### src/rtl/pwt_pkg.sv
// register map, field layout, reset values and bus states of the pwm timer
package pwt_pkg;

    // byte address width on the register bus
    localparam int ADDR_W = 18;

    // register indices, byte address is four times the index
    localparam logic [15:0] IDX_CMP_A = 16'h5300;
    localparam logic [15:0] IDX_CMP_B = 16'h5302;
    localparam logic [15:0] IDX_COUNT = 16'h5304;
    localparam logic [15:0] IDX_CTRL = 16'h5306;
    localparam logic [15:0] IDX_CLK_SEL = 16'h5308;
    localparam logic [15:0] IDX_IRQ_MASK = 16'h530a;
    localparam logic [15:0] IDX_IRQ_FLAG = 16'h530c;

    // control register fields
    localparam int CTRL_RUN_BIT = 0;
    localparam int CTRL_CLR_BIT = 1;

    // interrupt mask and flag fields, same layout in both
    localparam int IRQ_A_BIT = 0;
    localparam int IRQ_B_BIT = 1;

    // prescaler tap select
    localparam int TAP_W = 4;
    localparam logic [3:0] TAP_RESERVED = 4'hf;
    localparam int PSC_W = 14;

    // values after reset
    localparam logic [3:0] TAP_RST = 4'h0;
    localparam logic [15:0] CMP_RST = 16'h0000;
    localparam logic [15:0] COUNT_RST = 16'h0000;
    localparam logic [1:0] IRQ_RST = 2'h0;
    localparam logic RUN_RST = 1'b0;

    // register bus handshake states
    typedef enum logic [1:0] {
        BUS_IDLE = 2'b01,
        BUS_ACK = 2'b10
    } pwt_bus_t;

endpackage

### src/rtl/pwt_prescaler.sv
// prescaler with a selectable power-of-two tap for the timer count clock
`timescale 1ns/10ps
module pwt_prescaler (
    input wire logic clk,
    input wire logic sys_rst,
    input wire logic [3:0] tap_sel,
    output logic tick
);

    typedef struct packed {
        logic [13:0] div;
        logic tick;
    } pwt_psc_state_t;

    pwt_psc_state_t st;
    pwt_psc_state_t nx;

    // low bits that must all be ones for a tap of 2 to the n
    function automatic logic [13:0] tap_mask(input logic [3:0] sel);
        tap_mask = (14'h1 << sel) - 14'h1;
    endfunction

    // free-running divider, one tick every 2 to the n clocks, none when reserved
    always_comb begin
        nx = st;
        nx.div = st.div + 14'h1;
        nx.tick = (tap_sel != pwt_pkg::TAP_RESERVED) &&
                  (&(st.div | ~tap_mask(tap_sel)));
    end

    always_ff @(posedge clk) begin
        if (sys_rst) begin
            st <= '{div: 14'h0, tick: 1'b0};
        end else begin
            st <= nx;
        end
    end

    assign tick = st.tick;
endmodule

### src/rtl/pwt_timer.sv
// pwm timer counter, compare events, clock select and interrupt registers
//
// Register access over Avalon-MM was decided locally.
`timescale 1ns/10ps
module pwt_timer (
    input wire logic clk,
    input wire logic sys_rst,
    input wire logic [17:0] avs_address,
    input wire logic avs_read,
    input wire logic avs_write,
    input wire logic [31:0] avs_writedata,
    input wire logic [3:0] avs_byteenable,
    output logic [31:0] avs_readdata,
    output logic avs_waitrequest,
    output logic irq,
    output logic pwm_out,
    output logic cmp_a_evt,
    output logic cmp_b_evt
);

    // complete state of the block
    typedef struct packed {
        pwt_pkg::pwt_bus_t bus;
        logic wait_rq;
        logic [31:0] rdata;
        logic run;
        logic [3:0] tap;
        logic [15:0] cmp_a;
        logic [15:0] cmp_b;
        logic [15:0] count;
        logic [1:0] msk;
        logic [1:0] flg;
        logic irq;
        logic pwm;
        logic evt_a;
        logic evt_b;
    } pwt_state_t;

    localparam pwt_state_t ST_RST = '{
        bus: pwt_pkg::BUS_IDLE,
        wait_rq: 1'b1,
        rdata: 32'h0000_0000,
        run: pwt_pkg::RUN_RST,
        tap: pwt_pkg::TAP_RST,
        cmp_a: pwt_pkg::CMP_RST,
        cmp_b: pwt_pkg::CMP_RST,
        count: pwt_pkg::COUNT_RST,
        msk: pwt_pkg::IRQ_RST,
        flg: pwt_pkg::IRQ_RST,
        irq: 1'b0,
        pwm: 1'b0,
        evt_a: 1'b0,
        evt_b: 1'b0
    };

    pwt_state_t st;
    pwt_state_t nx;

    logic tick;
    logic req;
    logic wr_go;
    logic wr_cmp_a;
    logic wr_cmp_b;
    logic wr_count;
    logic wr_ctrl;
    logic wr_tap;
    logic wr_mask;
    logic wr_flag;
    logic wr_clr;
    logic [1:0] clr;
    logic step;
    logic hit_a;
    logic hit_b;
    logic ev_a;
    logic ev_b;

    // true when the byte address selects the register of this index
    function automatic logic reg_hit(
        input logic [17:0] addr,
        input logic [15:0] idx
    );
        reg_hit = (addr == {idx, 2'b00});
    endfunction

    // merge a 16-bit register with written bytes under the byte enables
    function automatic logic [15:0] merge16(
        input logic [15:0] old,
        input logic [31:0] data,
        input logic [3:0] be
    );
        merge16[7:0] = be[0] ? data[7:0] : old[7:0];
        merge16[15:8] = be[1] ? data[15:8] : old[15:8];
    endfunction

    // count clock from the selected prescaler tap
    pwt_prescaler u_psc (
        .clk(clk),
        .sys_rst(sys_rst),
        .tap_sel(st.tap),
        .tick(tick)
    );

    // a write lands at the edge where waitrequest is seen low
    assign req = avs_read | avs_write;
    assign wr_go = avs_write && (st.bus == pwt_pkg::BUS_ACK);
    assign wr_cmp_a = wr_go && reg_hit(avs_address, pwt_pkg::IDX_CMP_A);
    assign wr_cmp_b = wr_go && reg_hit(avs_address, pwt_pkg::IDX_CMP_B);
    assign wr_count = wr_go && reg_hit(avs_address, pwt_pkg::IDX_COUNT);
    assign wr_ctrl = wr_go && reg_hit(avs_address, pwt_pkg::IDX_CTRL);
    assign wr_tap = wr_go && reg_hit(avs_address, pwt_pkg::IDX_CLK_SEL);
    assign wr_mask = wr_go && reg_hit(avs_address, pwt_pkg::IDX_IRQ_MASK);
    assign wr_flag = wr_go && reg_hit(avs_address, pwt_pkg::IDX_IRQ_FLAG);

    // timer reset bit is a strobe, it is never stored
    assign wr_clr = wr_ctrl && avs_byteenable[0] &&
                    avs_writedata[pwt_pkg::CTRL_CLR_BIT];

    // ones written into the flag register clear, zeros do nothing
    assign clr = (wr_flag && avs_byteenable[0]) ? avs_writedata[1:0] : 2'b00;

    // compare events happen on a counting step
    assign step = st.run && tick;
    assign hit_a = (st.count == st.cmp_a);
    assign hit_b = (st.count == st.cmp_b);
    assign ev_a = step && hit_a;
    assign ev_b = step && hit_b;

    // next state of the whole block
    always_comb begin
        nx = st;

        // bus handshake, every request answered one cycle later
        unique case (st.bus)
            pwt_pkg::BUS_IDLE: begin
                nx.wait_rq = 1'b1;
                if (req) begin
                    nx.bus = pwt_pkg::BUS_ACK;
                    nx.wait_rq = 1'b0;
                    nx.rdata = 32'h0000_0000;
                    if (reg_hit(avs_address, pwt_pkg::IDX_CMP_A)) begin
                        nx.rdata[15:0] = st.cmp_a;
                    end else if (reg_hit(avs_address, pwt_pkg::IDX_CMP_B)) begin
                        nx.rdata[15:0] = st.cmp_b;
                    end else if (reg_hit(avs_address, pwt_pkg::IDX_COUNT)) begin
                        nx.rdata[15:0] = st.count;
                    end else if (reg_hit(avs_address, pwt_pkg::IDX_CTRL)) begin
                        nx.rdata[pwt_pkg::CTRL_RUN_BIT] = st.run;
                    end else if (reg_hit(avs_address, pwt_pkg::IDX_CLK_SEL)) begin
                        nx.rdata[3:0] = st.tap;
                    end else if (reg_hit(avs_address, pwt_pkg::IDX_IRQ_MASK)) begin
                        nx.rdata[1:0] = st.msk;
                    end else if (reg_hit(avs_address, pwt_pkg::IDX_IRQ_FLAG)) begin
                        nx.rdata[1:0] = st.flg;
                    end
                end
            end
            pwt_pkg::BUS_ACK: begin
                nx.bus = pwt_pkg::BUS_IDLE;
                nx.wait_rq = 1'b1;
            end
            default: begin
                nx.bus = pwt_pkg::BUS_IDLE;
                nx.wait_rq = 1'b1;
            end
        endcase

        // configuration writes
        if (wr_cmp_a) begin
            nx.cmp_a = merge16(st.cmp_a, avs_writedata, avs_byteenable);
        end
        if (wr_cmp_b) begin
            nx.cmp_b = merge16(st.cmp_b, avs_writedata, avs_byteenable);
        end
        if (wr_ctrl && avs_byteenable[0]) begin
            nx.run = avs_writedata[pwt_pkg::CTRL_RUN_BIT];
        end
        if (wr_tap && avs_byteenable[0]) begin
            nx.tap = avs_writedata[3:0];
        end
        if (wr_mask && avs_byteenable[0]) begin
            nx.msk = avs_writedata[1:0];
        end

        // counter wraps on compare B, holds while stopped
        if (step) begin
            nx.count = ev_b ? pwt_pkg::COUNT_RST : st.count + 16'h1;
        end
        if (wr_count) begin
            nx.count = merge16(st.count, avs_writedata, avs_byteenable);
        end
        if (wr_clr) begin
            nx.count = pwt_pkg::COUNT_RST;
        end

        // output goes high at period start and low at compare A
        if (ev_b) begin
            nx.pwm = 1'b1;
        end
        if (ev_a) begin
            nx.pwm = 1'b0;
        end
        nx.evt_a = ev_a;
        nx.evt_b = ev_b;

        // sticky flags, a new event wins over a clear in the same cycle
        nx.flg[pwt_pkg::IRQ_A_BIT] = (st.flg[pwt_pkg::IRQ_A_BIT] &
                                      ~clr[pwt_pkg::IRQ_A_BIT]) | ev_a;
        nx.flg[pwt_pkg::IRQ_B_BIT] = (st.flg[pwt_pkg::IRQ_B_BIT] &
                                      ~clr[pwt_pkg::IRQ_B_BIT]) | ev_b;

        // one level interrupt from the enabled flags
        nx.irq = |(nx.flg & nx.msk);
    end

    // all state registered on every edge
    always_ff @(posedge clk) begin
        if (sys_rst) begin
            st <= ST_RST;
        end else begin
            st <= nx;
        end
    end

    // outputs straight from state flops
    assign avs_readdata = st.rdata;
    assign avs_waitrequest = st.wait_rq;
    assign irq = st.irq;
    assign pwm_out = st.pwm;
    assign cmp_a_evt = st.evt_a;
    assign cmp_b_evt = st.evt_b;
endmodule

### config.mk
export PLATFORM = sky130hd
export DESIGN_NAME = pwt_timer
export DESIGN_NICKNAME = d
export VERILOG_FILES = /design/src/rtl/pwt_pkg.sv /design/src/rtl/pwt_prescaler.sv /design/src/rtl/pwt_timer.sv
export SDC_FILE = /design/constraint.sdc
export NUM_CORES = 1
export LEC_CHECK = 0
export BUFFER_PORTS_ARGS = -buffer_cell sky130_fd_sc_hd__buf_2
export CAP_MARGIN = 20
export CORE_MARGIN = 2
export CORE_UTILIZATION = 35
export DETAILED_ROUTE_END_ITERATION = 12
export SYNTH_ARGS = -nofsm -noshare
export SYNTH_HDL_FRONTEND = slang
export SYNTH_SLANG_ARGS = --single-unit
export TNS_END_PERCENT = 20
### constraint.sdc
create_clock -name clk -period 2.8 [get_ports clk]
set_clock_uncertainty 0.2 [all_clocks]
set_input_delay 0 -clock clk [delete_from_list [all_inputs] [get_ports clk]]
set_output_delay 0 -clock clk [all_outputs]
set_load 0.005 [all_outputs]
# == After elaboration in Yosys (flattened, before gate mapping) ==
# Index checks and enable logic that the tools add are counted.
# totals
regBits,95
in_bits,58
out_inout_bits,37
# classes
addsub,3
eq_ne,14
shifts,1
mux,18
bitwise,11
reduce_logical,30
# ops
op,n
$eq A18 B17 Y1 const B,7
$mux W16,5
$mux W33,1
$eq A16 B16 Y1,2
$logic_and A1 B1 Y1,17
$add A16 B1 Y16 const B,1
$mux W8,2
$add A14 B1 Y14 const B,1
$not A14 Y14,1
$or A14 B14 Y14,1
$reduce_and A14 Y1,1
$reduce_and A2 Y1,7
$shl A1 B4 Y14 const A,1
$sub A14 B1 Y14 const B,1
$mux W12,1
$mux W2,6
$reduce_or A2 Y1,4
$mux W4,1
$ne A2 B2 Y1 const B,2
$ne A4 B4 Y1 const B,1
$mux W3,1
$not A1 Y1,3
$or A1 B1 Y1,3
$and A1 B1 Y1,2
other kinds (5),5

# == Longest topological paths before layout ==
# Gate-level depths: netlist (run 1).
# depth
depth_word,10
mapped_depth,11
depth_no_buf,9

# == By module ==
# From an unflattened synthesis (run 1), not the netlist that was laid out.
# hier_totals
cells_unflattened,692
area_unflattened_um2,5674.2
# by_module_without_submodules
module,n_inst,cells_each,area_each_um2,seq_area_each_um2
pwt_timer,1,575,4663.2,1601.5
pwt_prescaler,1,117,1011.0,300.3

# == Least setup slack after synthesis (run 1) ==
# No wires, ideal clock.
# synth_timing
path_kind,register to register
from,register st[59] (netlist bit)
to,register u_psc.st (netlist bit u_psc.tick)
arrival_time_ns,2.008
path_slack_ns,0.514
stages_incl_launch_ff,12
n_path_buf,2
synth_period_minus_slack_ns,2.286
path_cell_list,dfxtp_1 > clkbuf_1 > nor2_1 > nand3b_1 > ha_1 > clkbuf_1 > inv_1 > a311oi_1 > nor4_1 > o21ai_0 > a221o_1 > nor3_1
# synth_via
elab_chain_len,6
# synth_rtl
item,line,source
start: declaration,pwt_timer.sv:56,pwt_state_t st;
start signal: assignment,pwt_timer.sv:220,st <= nx;
$shl A1 B4 Y14,pwt_prescaler.sv:20,tap_mask = (14'h1 << sel) - 14'h1;
$sub A14 B1 Y14,pwt_prescaler.sv:20,
$not A14 Y14,pwt_prescaler.sv:28,(&(st.div | ~tap_mask(tap_sel)));
$or A14 B14 Y14,pwt_prescaler.sv:28,
$reduce_and A14 Y1,pwt_prescaler.sv:28,
$logic_and A1 B1 Y1 (*),pwt_prescaler.sv:27,nx.tick = (tap_sel != pwt_pkg::TAP_RESERVED) &&
end signal: assignment,pwt_prescaler.sv:33,"st <= '{div: 14'h0, tick: 1'b0};"
end signal: assignment,pwt_prescaler.sv:35,st <= nx;
end: declaration,pwt_prescaler.sv:15,pwt_psc_state_t st;
# Every way passes the cells marked *; elsewhere a longest branch is shown, timed or not.
# A chain may end at the register's enable or synchronous reset.

# == Worst setup path after layout (run 1) ==
# layout_timing
from,register st[94] (netlist bit)
to,register st[14] (netlist bit)
# layout_via
elab_chain_len,6
# layout_rtl
item,line,source
$eq A2 B2 Y1 (*),pwt_timer.sv:105,assign wr_go = avs_write && (st.bus == pwt_pkg::BUS_ACK);
$logic_and A1 B1 Y1 (*),pwt_timer.sv:105,
$logic_and A1 B1 Y1,pwt_timer.sv:109,"assign wr_ctrl = wr_go && reg_hit(avs_address, pwt_pkg::IDX_CTRL);"
$logic_and A1 B1 Y1 (2 in a row),pwt_timer.sv:115,assign wr_clr = wr_ctrl && avs_byteenable[0] &&
$reduce_or A2 Y1 (no line),-,
# Marked as above.

==> impl_results.html, run 1 <==
<table>
<tr><th>Metric</th><th>Value</th></tr>
<tr><th colspan="2">Global route</th></tr>
<tr><td>Initial antenna violation count</td><td>0</td></tr>
<tr><td>Number of global-route vias before repair</td><td>4,697</td></tr>
<tr><td>Wire length of the first global-routing pass</td><td>25,500 um</td></tr>
<tr><td>Global-route usage over all layers</td><td>19.6%</td></tr>
<tr><td>Maximum number of pins on one net before global-route repair</td><td>47</td></tr>
<tr><td>Overall overflow remaining after global route</td><td>0</td></tr>
<tr><th colspan="2">Power and ir drop</th></tr>
<tr><td>VDD IR max</td><td>0.000303 V</td></tr>
<tr><td>Share of power burned in the clock network</td><td>44.8%</td></tr>
<tr><td>P per Cell Area</td><td>460 mW/mm2</td></tr>
<tr><td>Total internal power</td><td>2.19 mW</td></tr>
<tr><td>Sw Share</td><td>25.6%</td></tr>
<tr><td>Proportion of power drawn by combinational gates</td><td>7.7%</td></tr>
<tr><td>Sequential Power Share</td><td>47.4%</td></tr>
<tr><td>Switching power summed over all nets</td><td>0.754 mW</td></tr>
<tr><td>LEAKAGE</td><td>2.41 nW</td></tr>
<tr><th colspan="2">Drt</th></tr>
<tr><td>DR vias</td><td>5,119</td></tr>
<tr><td>Number of detailed-route iterations in the first pass</td><td>6</td></tr>
<tr><td>Post-DR wirelength/cell</td><td>16.7 um</td></tr>
<tr><td>Residual DRC</td><td>0</td></tr>
<tr><td>WL final</td><td>15,900 um</td></tr>
<tr><td>Initial DRC Count</td><td>559</td></tr>
<tr><td>Number of nets with antenna violations after detailed routing</td><td>0</td></tr>
<tr><td>Average via count per standard cell</td><td>5.38</td></tr>
<tr><th colspan="2">Clock network</th></tr>
<tr><td>CTS buffer count</td><td>9</td></tr>
<tr><td>TritonCTS clock tree</td><td>done</td></tr>
<tr><td>Resized Gates After CTS</td><td>0</td></tr>
<tr><td>Number of setup buffers added after CTS</td><td>0</td></tr>
<tr><td>Clk Latency, worst-skew pair</td><td>360 ps</td></tr>
<tr><td>H-tree depth</td><td>3</td></tr>
<tr><td>CTS Sinks</td><td>95</td></tr>
<tr><td>Number of buffers on the longest clock path</td><td>2</td></tr>
<tr><td>Clock input transition at the sequential cells of the worst setup and hold paths</td><td>70 ps</td></tr>
<tr><td>Clk Tree Root Cell</td><td>sky130_fd_sc_hd__clkbuf_16</td></tr>
<tr><th colspan="2">Synthesis</th></tr>
<tr><td>Per-instance average area after synthesis</td><td>8.13 um2</td></tr>
<tr><td>Share of synthesized area spent on multiplexers</td><td>4.09%</td></tr>
<tr><td>Count of flip-flops with a built-in enable after synthesis</td><td>0</td></tr>
<tr><td>Compound-cell area share of the yosys netlist</td><td>18.2%</td></tr>
<tr><td>Cell area after synthesis</td><td>0.00550 mm2</td></tr>
<tr><td>Number of register bits inferred by synthesis</td><td>95</td></tr>
<tr><td>Simple logic cell fraction of the synthesized area</td><td>26.5%</td></tr>
<tr><td>Share of synthesized cell area in full adder, half adder and majority cells</td><td>0.682%</td></tr>
<tr><td>Number of distinct library cell variants in the gate-level netlist after synthesis</td><td>73</td></tr>
<tr><td>Xor/xnor cell area share of the yosys netlist</td><td>6.85%</td></tr>
<tr><td>Sequential fraction of the synthesis area</td><td>34.6%</td></tr>
<tr><td>Main combinational cell family by area after synthesis</td><td>simple AND/OR/NAND/NOR gates</td></tr>
<tr><td>Synth Flop Type</td><td>sky130_fd_sc_hd__dfxtp_1</td></tr>
<tr><td>Count of mapped cells out of synthesis</td><td>677</td></tr>
<tr><td>Share of synthesized registers carrying an async set or reset</td><td>0%</td></tr>
<tr><td>Yosys warnings</td><td>0</td></tr>
<tr><th colspan="2">Worst setup path</th></tr>
<tr><td>Largest fanout on the critical path</td><td>21</td></tr>
<tr><td>Setup crit end kind</td><td>register</td></tr>
<tr><td>Startpoint kind of the worst setup timing path</td><td>register</td></tr>
<tr><td>Required time of the critical path</td><td>2850 ps</td></tr>
<tr><td>Crit path DAT</td><td>2600 ps</td></tr>
<tr><td>Crit Path Class</td><td>reg2reg</td></tr>
<tr><th colspan="2">Layout</th></tr>
<tr><td>Highest-count cells in the layout ignoring fill and taps</td><td>sky130_fd_sc_hd__dfxtp_1, sky130_fd_sc_hd__nand2_1, sky130_fd_sc_hd__nor2_1</td></tr>
<tr><td>Net count, final</td><td>797</td></tr>
<tr><td>Number of non-filler instances in the completed layout</td><td>952</td></tr>
<tr><td>Final core utilization</td><td>42.0%</td></tr>
<tr><td>Area growth from synthesis to layout</td><td>16.4%</td></tr>
<tr><td>Number of filler instances in the final layout</td><td>1,553</td></tr>
<tr><td>Fraction of final layout cells sized beyond drive strength 1</td><td>16.3%</td></tr>
<tr><td>Most frequent standard cell in the layout excluding fill and tap cells</td><td>sky130_fd_sc_hd__dfxtp_1</td></tr>
<tr><td>Ant. Diodes</td><td>0</td></tr>
<tr><th colspan="2">Timing</th></tr>
<tr><td>Final critical-path share of the clock period</td><td>90.8%</td></tr>
<tr><td>Number of failing setup endpoints in the final timing report</td><td>0</td></tr>
<tr><td>Unrepaired setup endpoints after global routing</td><td>no</td></tr>
<tr><td>Final max-slew violation count</td><td>0</td></tr>
<tr><td>Final-report hold violation count</td><td>0</td></tr>
<tr><td>Slew Limit Headroom</td><td>63.2%</td></tr>
<tr><td>Fmax</td><td>394 MHz</td></tr>
<tr><td>Worst-case setup margin in the final layout</td><td>259 ps</td></tr>
<tr><td>Worst hold slack</td><td>45.6 ps</td></tr>
<tr><td>Tightest Pin Transition</td><td>537 ps</td></tr>
<tr><td>Total Neg Setup Slack</td><td>0 ps</td></tr>
<tr><td>Final critical-path required period</td><td>2540 ps</td></tr>
<tr><th colspan="2">Floorplanning</th></tr>
<tr><td>Die boundary height</td><td>129 um</td></tr>
<tr><td>Initial core utilization</td><td>36.1%</td></tr>
<tr><td>Num rows</td><td>45</td></tr>
<tr><td>Core footprint</td><td>0.0153 mm2</td></tr>
<tr><td>Die Footprint</td><td>0.0167 mm2</td></tr>
<tr><td>Horizontal die dimension</td><td>129 um</td></tr>
<tr><td>Total I/O pin count</td><td>95</td></tr>
<tr><th colspan="2">Outcome</th></tr>
<tr><td>Run status</td><td>completed</td></tr>
<tr><th colspan="2">Placement</th></tr>
<tr><td>IO Port Bufs</td><td>60</td></tr>
<tr><td>Pre-CTS setup slack</td><td>417 ps</td></tr>
<tr><td>Last weighted congestion value of the routability-driven placer</td><td>0.881</td></tr>
<tr><td>Dpl cells</td><td>914</td></tr>
<tr><td>Dpl hpwl</td><td>11,500 um</td></tr>
<tr><th colspan="2">Flow run</th></tr>
<tr><td>Max cap viols</td><td>0</td></tr>
<tr><th colspan="2">Hold path</th></tr>
<tr><td>Kind of path behind the tightest hold check</td><td>in2reg</td></tr>
</table>
## final cells by class
class,instances,area (um2),area share (%)
Tap cell,211,264,4.12
Clock inverter,7,91.3,1.43
Timing Repair Buffer,107,708,11.1
Sequential cell,95,1900,29.7
Multi-Input combinational cell,510,3160,49.4
Clock buffer,9,225,3.52
Inverter,13,48.8,0.762
## synthesized netlist by cell type (18+ instances only)
| cell type | instances | area, um2 |
|---|---|---|
| sky130_fd_sc_hd__nor2_1 | 67 | 251 |
| sky130_fd_sc_hd__nor3_1 | 19 | 95.1 |
| sky130_fd_sc_hd__dfxtp_1 | 95 | 1900 |
| sky130_fd_sc_hd__buf_4 | 34 | 255 |
| sky130_fd_sc_hd__mux2i_1 | 18 | 180 |
| sky130_fd_sc_hd__nand3_1 | 22 | 110 |
| sky130_fd_sc_hd__xnor2_1 | 34 | 298 |
| sky130_fd_sc_hd__clkbuf_1 | 23 | 86.3 |
| sky130_fd_sc_hd__nand4_1 | 18 | 113 |
| sky130_fd_sc_hd__nand2_1 | 92 | 345 |
| sky130_fd_sc_hd__a21oi_1 | 46 | 230 |
| sky130_fd_sc_hd__o21ai_0 | 19 | 95.1 |
## cells by family (layout without fill, tap and decap cells)
family,Yosys count,count (layout)
other,1,16
XOR/XNOR,43,43
flip-flops,95,95
adder cells (fa/ha/maj),3,3
buffers and inverters,87,136
multiplexers,22,22
AO/OA/AOI/OAI,147,147
AND/OR/NAND/NOR,279,279
## registers in the layout (all words and copies together), names as in the netlist
register	count
avs_readdata	16
avs_waitrequest	1
cmp_a_evt	1
cmp_b_evt	1
irq	1
pwm_out	1
st	59
u_psc.st	14
u_psc.tick	1
## stage by stage
step	power (mW)	cell area, um2
finish	2.94	6400
global placement	1.63	5860
CTS	2.97	6400
floorplan	1.57	5560
detailed placement	1.63	5860
global route	3.06	6400
## power by group through the flow
stage	Sequential (mW)	Clock [mW]	Combinational, mW
2_1_floorplan	1.42	0	0.150
3_3_place_gp	1.43	0	0.205
3_5_place_dp	1.43	0	0.205
4_1_cts	1.40	1.34	0.229
5_1_grt	1.40	1.41	0.254
6_report	1.40	1.32	0.228
## timing repair
item / CTS / global route
hold buffers: 22 / 0
endpoints found under the hold margin: 79 / 0
endpoints found under the setup margin: 0 / 0
## layer usage
metal,vias up,GRT usage (%),wire length [um]
met5,-,0,0
met3,26,3.76,1130
li1,2515,-,-
met2,193,30.6,7100
met1,2385,27.6,7380
met4,0,5.88,289
## worst max-delay path, stage by stage (launching register included)
cell	delay, ps
sky130_fd_sc_hd__dfxtp_1	360
sky130_fd_sc_hd__and3b_1	400
sky130_fd_sc_hd__nand3_1	190
sky130_fd_sc_hd__nor2_1	140
sky130_fd_sc_hd__buf_4	280
sky130_fd_sc_hd__mux2i_1	530
sky130_fd_sc_hd__a221oi_1	90
sky130_fd_sc_hd__nor3_1	250
## path summary, 6_finish.rpt
| path | from | endpoint | slack, ps | cells after the start |
|---|---|---|---|---|
| max | st[94] | st[14] | 260 | 7 |
| min | avs_address[4] | avs_readdata[0] | 50 | 5 |
| max reg2reg | st[94] | st[14] | 260 | 7 |
| min reg2reg | avs_readdata[0] | avs_readdata[0] | 260 | 2 |
Power figures use the tool's default switching activity.
==> inputs of run 2 (changes only) <==
--- a/config.mk
+++ b/config.mk
@@ -6,9 +6,9 @@
 export NUM_CORES = 1
 export LEC_CHECK = 0
 export BUFFER_PORTS_ARGS = -buffer_cell sky130_fd_sc_hd__buf_2
-export CAP_MARGIN = 20
+export CAP_MARGIN = 15
 export CORE_MARGIN = 2
-export CORE_UTILIZATION = 35
+export CORE_UTILIZATION = 40
 export DETAILED_ROUTE_END_ITERATION = 12
 export SYNTH_ARGS = -nofsm -noshare
 export SYNTH_HDL_FRONTEND = slang
==> run 2 against run 1 <==
Maximum frequency rose by 1.8%. Power fell by 2.2%. Hold slack got worse by 14 ps. Register-to-register slack improved by 50 ps. Clock-buffer cell count rose by 1. Via count rose by 0.47%. First-iteration DRC count fell by 7.5%. Critical path depth rose by 2. Sequential share of layout area rose by 0.28 points. Combinational power barely moved.
==> impl_results.html, run 2 (synthesis gave the netlist of run 1 again) <==
<table>
<tr><th>Metric</th><th>Value</th></tr>
<tr><th colspan="2">Outcome</th></tr>
<tr><td>Run status</td><td>completed (unchanged)</td></tr>
<tr><th colspan="2">Timing</th></tr>
<tr><td>Slew Limit Headroom</td><td>46.0% (was 63.2%)</td></tr>
<tr><td>Final critical-path share of the clock period</td><td>89.1% (was 90.8%)</td></tr>
<tr><td>Fmax</td><td>401 MHz (was 394 MHz)</td></tr>
<tr><td>Total Neg Setup Slack</td><td>0 ps (unchanged)</td></tr>
<tr><td>Unrepaired setup endpoints after global routing</td><td>no (unchanged)</td></tr>
<tr><td>Final critical-path required period</td><td>2500 ps (was 2540 ps)</td></tr>
<tr><td>Number of failing setup endpoints in the final timing report</td><td>0 (unchanged)</td></tr>
<tr><td>Final max-slew violation count</td><td>0 (unchanged)</td></tr>
<tr><td>Tightest Pin Transition</td><td>808 ps (was 537 ps)</td></tr>
<tr><td>Worst-case setup margin in the final layout</td><td>304 ps (was 259 ps)</td></tr>
<tr><td>Final-report hold violation count</td><td>0 (unchanged)</td></tr>
<tr><th colspan="2">Clock network</th></tr>
<tr><td>TritonCTS clock tree</td><td>done (unchanged)</td></tr>
<tr><td>Clk Tree Root Cell</td><td>sky130_fd_sc_hd__clkbuf_16 (unchanged)</td></tr>
<tr><td>Number of buffers on the longest clock path</td><td>2 (unchanged)</td></tr>
<tr><td>Clk Latency, worst-skew pair</td><td>350 ps (was 360 ps)</td></tr>
<tr><td>Resized Gates After CTS</td><td>0 (unchanged)</td></tr>
<tr><td>CTS Sinks</td><td>95 (unchanged)</td></tr>
<tr><td>CTS buffer count</td><td>9 (unchanged)</td></tr>
<tr><td>H-tree depth</td><td>3 (unchanged)</td></tr>
<tr><td>Clock input transition at the sequential cells of the worst setup and hold paths</td><td>70 ps (about the same)</td></tr>
<tr><td>Number of setup buffers added after CTS</td><td>0 (unchanged)</td></tr>
<tr><th colspan="2">Placement</th></tr>
<tr><td>Pre-CTS setup slack</td><td>382 ps (was 417 ps)</td></tr>
<tr><td>IO Port Bufs</td><td>60 (unchanged)</td></tr>
<tr><td>Dpl hpwl</td><td>11,600 um (was 11,500 um)</td></tr>
<tr><td>Last weighted congestion value of the routability-driven placer</td><td>0.965 (was 0.881)</td></tr>
<tr><th colspan="2">Power and ir drop</th></tr>
<tr><td>Sw Share</td><td>24.5% (was 25.6%)</td></tr>
<tr><td>Share of power burned in the clock network</td><td>43.6% (was 44.8%)</td></tr>
<tr><td>Switching power summed over all nets</td><td>0.706 mW (was 0.754 mW)</td></tr>
<tr><td>P per Cell Area</td><td>454 mW/mm2 (was 460 mW/mm2)</td></tr>
<tr><td>Sequential Power Share</td><td>48.5% (was 47.4%)</td></tr>
<tr><td>LEAKAGE</td><td>2.40 nW (was 2.41 nW)</td></tr>
<tr><td>Power after layout</td><td>2.88 mW (was 2.94 mW)</td></tr>
<tr><td>Proportion of power drawn by combinational gates</td><td>7.9% (was 7.7%)</td></tr>
<tr><td>Total internal power</td><td>2.17 mW (was 2.19 mW)</td></tr>
<tr><td>VDD IR max</td><td>0.000271 V (was 0.000303 V)</td></tr>
<tr><th colspan="2">Drt</th></tr>
<tr><td>Initial DRC Count</td><td>517 (was 559)</td></tr>
<tr><td>Number of nets with antenna violations after detailed routing</td><td>0 (unchanged)</td></tr>
<tr><td>WL final</td><td>15,900 um (about the same)</td></tr>
<tr><td>Number of detailed-route iterations in the first pass</td><td>7 (was 6)</td></tr>
<tr><td>Post-DR wirelength/cell</td><td>17.3 um (was 16.7 um)</td></tr>
<tr><td>Residual DRC</td><td>0 (unchanged)</td></tr>
<tr><td>Average via count per standard cell</td><td>5.61 (was 5.38)</td></tr>
<tr><td>DR vias</td><td>5,143 (was 5,119)</td></tr>
<tr><th colspan="2">Hold path</th></tr>
<tr><td>Kind of path behind the tightest hold check</td><td>in2reg (unchanged)</td></tr>
<tr><th colspan="2">Floorplanning</th></tr>
<tr><td>Die boundary height</td><td>121 um (was 129 um)</td></tr>
<tr><td>Total I/O pin count</td><td>95 (unchanged)</td></tr>
<tr><td>Initial core utilization</td><td>41.2% (was 36.1%)</td></tr>
<tr><td>Horizontal die dimension</td><td>121 um (was 129 um)</td></tr>
<tr><td>Num rows</td><td>42 (was 45)</td></tr>
<tr><td>Core footprint</td><td>0.0133 mm2 (was 0.0153 mm2)</td></tr>
<tr><td>Die Footprint</td><td>0.0147 mm2 (was 0.0167 mm2)</td></tr>
<tr><th colspan="2">Global route</th></tr>
<tr><td>Maximum number of pins on one net before global-route repair</td><td>70 (was 47)</td></tr>
<tr><td>Wire length of the first global-routing pass</td><td>25,200 um (was 25,500 um)</td></tr>
<tr><td>Initial antenna violation count</td><td>0 (unchanged)</td></tr>
<tr><td>Global-route usage over all layers</td><td>22.1% (was 19.6%)</td></tr>
<tr><td>Overall overflow remaining after global route</td><td>0 (unchanged)</td></tr>
<tr><td>Number of global-route vias before repair</td><td>4,814 (was 4,697)</td></tr>
<tr><th colspan="2">Layout</th></tr>
<tr><td>Fraction of final layout cells sized beyond drive strength 1</td><td>16.2% (was 16.3%)</td></tr>
<tr><td>Area growth from synthesis to layout</td><td>15.3% (was 16.4%)</td></tr>
<tr><td>Net count, final</td><td>797 (unchanged)</td></tr>
<tr><td>Register name with the most flops</td><td>st (unchanged)</td></tr>
<tr><td>Number of flip-flops under the largest register name</td><td>59 (unchanged)</td></tr>
<tr><td>Highest-count cells in the layout ignoring fill and taps</td><td>sky130_fd_sc_hd__dfxtp_1, sky130_fd_sc_hd__nand2_1, sky130_fd_sc_hd__nor2_1 (unchanged)</td></tr>
<tr><td>Number of filler instances in the final layout</td><td>1,313 (was 1,553)</td></tr>
<tr><td>Most frequent standard cell in the layout excluding fill and tap cells</td><td>sky130_fd_sc_hd__dfxtp_1 (unchanged)</td></tr>
<tr><td>Ant. Diodes</td><td>0 (unchanged)</td></tr>
<tr><th colspan="2">Worst setup path</th></tr>
<tr><td>Crit path DAT</td><td>2530 ps (was 2600 ps)</td></tr>
<tr><td>Startpoint kind of the worst setup timing path</td><td>register (unchanged)</td></tr>
<tr><td>Setup crit end kind</td><td>register (unchanged)</td></tr>
<tr><td>Required time of the critical path</td><td>2830 ps (was 2850 ps)</td></tr>
<tr><td>Largest fanout on the critical path</td><td>11 (was 21)</td></tr>
<tr><td>Crit Path Class</td><td>reg2reg (unchanged)</td></tr>
<tr><th colspan="2">Flow run</th></tr>
<tr><td>Max cap viols</td><td>0 (unchanged)</td></tr>
</table>
[run 2: path summary, 6_finish.rpt]
path	from	end	slack, ps	depth (start not counted)
max	st[58]	u_psc.tick	300	9
min reg2reg	avs_readdata[1]	avs_readdata[1]	260	2
max reg2reg	st[58]	u_psc.tick	300	9
min	avs_write	avs_readdata[1]	30	4
[run 2: area by class of cell]
type | count | area [um2] | area share, %
multi-input combinational | 510 | 3160 | 49.9
sequential | 95 | 1900 | 30.0
timing repair buffer | 107 | 708 | 11.2
clock buffer | 10 | 229 | 3.61
tap | 176 | 220 | 3.47
clock inverter | 6 | 71.3 | 1.12
inverter | 13 | 48.8 | 0.770
[run 2: worst max-delay path, stage by stage (launching register included)]
cell and delay (ps):
sky130_fd_sc_hd__dfxtp_1 310, sky130_fd_sc_hd__nor2_1 320, sky130_fd_sc_hd__nand3b_1 130, sky130_fd_sc_hd__ha_1 320, sky130_fd_sc_hd__nor2_1 330, sky130_fd_sc_hd__nand2_1 90, sky130_fd_sc_hd__o2bb2a_1 300, sky130_fd_sc_hd__o22a_1 190
sky130_fd_sc_hd__o22ai_1 120, sky130_fd_sc_hd__nor3_1 70
[run 2: timing repair]
item | in CTS | in global routing
hold endpoints to repair | 65 | 0
hold buffers | 22 | 0
setup endpoints to repair | 0 | 0
[run 2: routing by layer]
layer / track usage (%) / up-vias / wire length [um]
met1: 30.5 / 2424 / 7260
met5: 0 / - / 0
li1: - / 2509 / -
met2: 34.9 / 190 / 7330
met4: 5.24 / 0 / 225
met3: 5.17 / 20 / 1080
[run 2: per-stage QoR]
| stage | hold slack [ps] | cells | util (%) | instance area, um2 |
|---|---|---|---|---|
| after global placement | 76.5 | 879 | 43.6 | 5820 |
| final | 31.8 | 917 | 47.5 | 6340 |
| after detailed placement | 85.1 | 879 | 43.6 | 5820 |
| after floorplan | -59.5 | 692 | - | 5560 |
| after CTS | 17.3 | 917 | 47.5 | 6340 |
| after global routing | 36.6 | 917 | 47.5 | 6340 |
[run 2: power by group through the flow]
stage | clock, mW | combinational (mW) | sequential, mW
2_1_floorplan | 0 | 0.150 | 1.42
3_3_place_gp | 0 | 0.199 | 1.43
3_5_place_dp | 0 | 0.203 | 1.43
4_1_cts | 1.28 | 0.227 | 1.40
5_1_grt | 1.34 | 0.252 | 1.40
6_report | 1.25 | 0.228 | 1.40
==> inputs of run 3 (changes only) <==
--- a/config.mk
+++ b/config.mk
@@ -9,7 +9,9 @@
 export CAP_MARGIN = 15
 export CORE_MARGIN = 2
 export CORE_UTILIZATION = 40
+export CTS_BUF_LIST = sky130_fd_sc_hd__clkbuf_8
 export DETAILED_ROUTE_END_ITERATION = 12
+export HOLD_SLACK_MARGIN = 0.05
 export SYNTH_ARGS = -nofsm -noshare
 export SYNTH_HDL_FRONTEND = slang
 export SYNTH_SLANG_ARGS = --single-unit
==> run 3 against run 2 <==
Critical path depth stayed put. Sequential cell count stayed put. Maximum frequency decreased by 11%. Sequential share of layout area down 0.22 points. Register-to-register slack about the same. Critical endpoint is now st[28]. Largest cell class unchanged. Largest power group unchanged. Highest routed layer unchanged.
==> impl_results.html, run 3 (synthesis gave the netlist of run 1 again) <==
<table>
<tr><th>Metric</th><th>Value</th></tr>
<tr><th colspan="2">Clock network</th></tr>
<tr><td>Number of buffers on the longest clock path</td><td>2 (unchanged)</td></tr>
<tr><td>H-tree depth</td><td>3 (unchanged)</td></tr>
<tr><td>Clk Latency, worst-skew pair</td><td>380 ps (was 350 ps)</td></tr>
<tr><td>CTS Sinks</td><td>95 (unchanged)</td></tr>
<tr><td>Clock input transition at the sequential cells of the worst setup and hold paths</td><td>100 ps (was 70 ps)</td></tr>
<tr><td>Clk Tree Root Cell</td><td>sky130_fd_sc_hd__clkbuf_8 (was sky130_fd_sc_hd__clkbuf_16)</td></tr>
<tr><td>CTS buffer count</td><td>9 (unchanged)</td></tr>
<tr><td>TritonCTS clock tree</td><td>done (unchanged)</td></tr>
<tr><th colspan="2">Layout</th></tr>
<tr><td>Net count, final</td><td>812 (was 797)</td></tr>
<tr><td>Ant. Diodes</td><td>0 (unchanged)</td></tr>
<tr><td>Area growth from synthesis to layout</td><td>16.1% (was 15.3%)</td></tr>
<tr><td>Final core utilization</td><td>47.9% (was 47.5%)</td></tr>
<tr><td>Fraction of final layout cells sized beyond drive strength 1</td><td>16.5% (was 16.2%)</td></tr>
<tr><td>Register name with the most flops</td><td>st (unchanged)</td></tr>
<tr><td>Number of flip-flops under the largest register name</td><td>59 (unchanged)</td></tr>
<tr><td>Most frequent standard cell in the layout excluding fill and tap cells</td><td>sky130_fd_sc_hd__dfxtp_1 (unchanged)</td></tr>
<tr><td>Highest-count cells in the layout ignoring fill and taps</td><td>sky130_fd_sc_hd__dfxtp_1, sky130_fd_sc_hd__nand2_1, sky130_fd_sc_hd__nor2_1 (unchanged)</td></tr>
<tr><td>Number of filler instances in the final layout</td><td>1,309 (was 1,313)</td></tr>
<tr><th colspan="2">Timing</th></tr>
<tr><td>Unrepaired setup endpoints after global routing</td><td>yes (was no)</td></tr>
<tr><td>Final critical-path share of the clock period</td><td>99.7% (was 89.1%)</td></tr>
<tr><td>Final max-slew violation count</td><td>0 (unchanged)</td></tr>
<tr><td>Tightest Pin Transition</td><td>800 ps (was 808 ps)</td></tr>
<tr><td>Worst hold slack</td><td>116 ps (was 31.8 ps)</td></tr>
<tr><td>Total Neg Setup Slack</td><td>0 ps (unchanged)</td></tr>
<tr><td>Slew Limit Headroom</td><td>46.5% (was 46.0%)</td></tr>
<tr><td>Worst-case setup margin in the final layout</td><td>7.04 ps (was 304 ps)</td></tr>
<tr><td>Fmax</td><td>358 MHz (was 401 MHz)</td></tr>
<tr><td>Final critical-path required period</td><td>2790 ps (was 2500 ps)</td></tr>
<tr><td>Final-report hold violation count</td><td>0 (unchanged)</td></tr>
<tr><td>Number of failing setup endpoints in the final timing report</td><td>0 (unchanged)</td></tr>
<tr><th colspan="2">Global route</th></tr>
<tr><td>Number of global-route vias before repair</td><td>4,876 (was 4,814)</td></tr>
<tr><td>Overall overflow remaining after global route</td><td>0 (unchanged)</td></tr>
<tr><td>Global-route usage over all layers</td><td>22.5% (was 22.1%)</td></tr>
<tr><td>Initial antenna violation count</td><td>0 (unchanged)</td></tr>
<tr><td>Maximum number of pins on one net before global-route repair</td><td>70 (unchanged)</td></tr>
<tr><td>Wire length of the first global-routing pass</td><td>25,700 um (was 25,200 um)</td></tr>
<tr><th colspan="2">Floorplanning</th></tr>
<tr><td>Total I/O pin count</td><td>95 (unchanged)</td></tr>
<tr><td>Horizontal die dimension</td><td>121 um (unchanged)</td></tr>
<tr><td>Num rows</td><td>42 (unchanged)</td></tr>
<tr><td>Core footprint</td><td>0.0133 mm2 (unchanged)</td></tr>
<tr><td>Die Footprint</td><td>0.0147 mm2 (unchanged)</td></tr>
<tr><td>Initial core utilization</td><td>41.2% (unchanged)</td></tr>
<tr><td>Die boundary height</td><td>121 um (unchanged)</td></tr>
<tr><th colspan="2">Worst setup path</th></tr>
<tr><td>Startpoint kind of the worst setup timing path</td><td>input port (was register)</td></tr>
<tr><td>Setup crit end kind</td><td>register (unchanged)</td></tr>
<tr><td>Largest stage delay on the critical path</td><td>610 ps (was 330 ps)</td></tr>
<tr><td>Required time of the critical path</td><td>2920 ps (was 2830 ps)</td></tr>
<tr><td>Crit Path Class</td><td>in2reg (was reg2reg)</td></tr>
<tr><td>Critical-path cell with the highest stage delay</td><td>sky130_fd_sc_hd__dlygate4sd3_1 (was sky130_fd_sc_hd__nor2_1)</td></tr>
<tr><td>Largest fanout on the critical path</td><td>5 (was 11)</td></tr>
<tr><td>Critical-path cell list</td><td>dlygate4sd3_1, buf_2, or4b_4, or3_4, nor4_4, buf_4, dlygate4sd3_1, nand2_1, a21oi_1 (was nor2_1, nand3b_1, ha_1, nor2_1, nand2_1, o2bb2a_1, o22a_1, o22ai_1, nor3_1)</td></tr>
<tr><td>Crit path DAT</td><td>2910 ps (was 2530 ps)</td></tr>
<tr><td>Most common cell on crit path</td><td>sky130_fd_sc_hd__dlygate4sd3_1 (was sky130_fd_sc_hd__nor2_1)</td></tr>
<tr><th colspan="2">Drt</th></tr>
<tr><td>Number of nets with antenna violations after detailed routing</td><td>0 (unchanged)</td></tr>
<tr><td>Post-DR wirelength/cell</td><td>17.3 um (about the same)</td></tr>
<tr><td>Residual DRC</td><td>0 (unchanged)</td></tr>
<tr><td>Initial DRC Count</td><td>552 (was 517)</td></tr>
<tr><td>DR vias</td><td>5,225 (was 5,143)</td></tr>
<tr><td>Number of detailed-route iterations in the first pass</td><td>6 (was 7)</td></tr>
<tr><td>Average via count per standard cell</td><td>5.61 (about the same)</td></tr>
<tr><td>Highest Signal Layer</td><td>met4 (unchanged)</td></tr>
<tr><td>Met3 wirelength from detailed routing</td><td>1240 um (was 1080 um)</td></tr>
<tr><td>Met2 routed WL</td><td>7410 um (was 7330 um)</td></tr>
<tr><td>WL final</td><td>16,100 um (was 15,900 um)</td></tr>
<tr><td>Detailed-route wire length on metal 1</td><td>7220 um (was 7260 um)</td></tr>
<tr><th colspan="2">Placement</th></tr>
<tr><td>Dpl hpwl</td><td>11,600 um (unchanged)</td></tr>
<tr><td>Pre-CTS setup slack</td><td>382 ps (unchanged)</td></tr>
<tr><td>Last weighted congestion value of the routability-driven placer</td><td>0.965 (unchanged)</td></tr>
<tr><td>IO Port Bufs</td><td>60 (unchanged)</td></tr>
<tr><th colspan="2">Power and ir drop</th></tr>
<tr><td>LEAKAGE</td><td>2.44 nW (was 2.40 nW)</td></tr>
<tr><td>P per Cell Area</td><td>402 mW/mm2 (was 454 mW/mm2)</td></tr>
<tr><td>VDD IR max</td><td>0.000297 V (was 0.000271 V)</td></tr>
<tr><th colspan="2">Flow run</th></tr>
<tr><td>Max cap viols</td><td>0 (unchanged)</td></tr>
<tr><th colspan="2">Hold path</th></tr>
<tr><td>Kind of path behind the tightest hold check</td><td>in2reg (unchanged)</td></tr>
<tr><th colspan="2">Outcome</th></tr>
<tr><td>Run status</td><td>completed (unchanged)</td></tr>
</table>
==> run 3: cell types whose count changed in the layout (fill, tap and decap cells not counted), sizes merged <==
cell	delta
dlygate4sd3	+10
buf	+4
clkbuf	-1
dlymetal6s4s	+1
inv	+1
==> run 3: where the power goes <==
| part | leakage [nW] | internal [mW] | switching (mW) |
|---|---|---|---|
| Sequential | 0.769 | 1.38 | 0.0168 |
| Clock | 0.0968 | 0.414 | 0.522 |
| Combinational | 1.57 | 0.100 | 0.136 |
==> run 3: final cells by class <==
type / instances / area [um2] / share of cell area (%)
Inverter: 13 / 48.8 / 0.764
Timing Repair Buffer: 122 / 851 / 13.3
Tap cell: 176 / 220 / 3.45
Clock inverter: 7 / 75.1 / 1.18
Sequential cell: 95 / 1900 / 29.8
Clock buffer: 9 / 124 / 1.94
Multi-Input combinational cell: 510 / 3170 / 49.6
==> run 3: repair_timing <==
item,CTS,global route
buffers inserted,0,4
endpoints found under the setup margin,0,5
hold buffers,33,0
gates resized for setup,0,2
endpoints found under the hold margin,77,0
==> run 3: per-stage QoR <==
stage | cell area, um2 | power [mW] | cells
final | 6390 | 2.57 | 932
after global routing | 6390 | 2.68 | 932
after CTS | 6350 | 2.59 | 928
after detailed placement | 5820 | 1.63 | 879
after global placement | 5820 | 1.63 | 879
after floorplan | 5560 | 1.57 | 692
==> run 3: final timing paths <==
check	cells past startpoint	startpoint	end	slack, ps
worst max-delay path	9	avs_address[15]	st[28]	7
worst min-delay path	6	avs_address[12]	st[4]	120
worst max register to register	7	st[94]	st[28]	300
worst min register to register	2	avs_readdata[1]	avs_readdata[1]	260
==> run 3: per-layer routing <==
metal  up-vias  track usage, %
met1      2463            31.4
met2       208            35.4
met5         -               0
li1       2536               -
met3        18            4.75
met4         0            5.53
==> run 3: worst max-delay path: cells and delay by family <==
| kind | cells | cell delay [ps] |
|---|---|---|
| AND/OR/NAND/NOR | 4 | 1320 |
| buffers and inverters | 4 | 1440 |
| AO/OA/AOI/OAI | 1 | 150 |
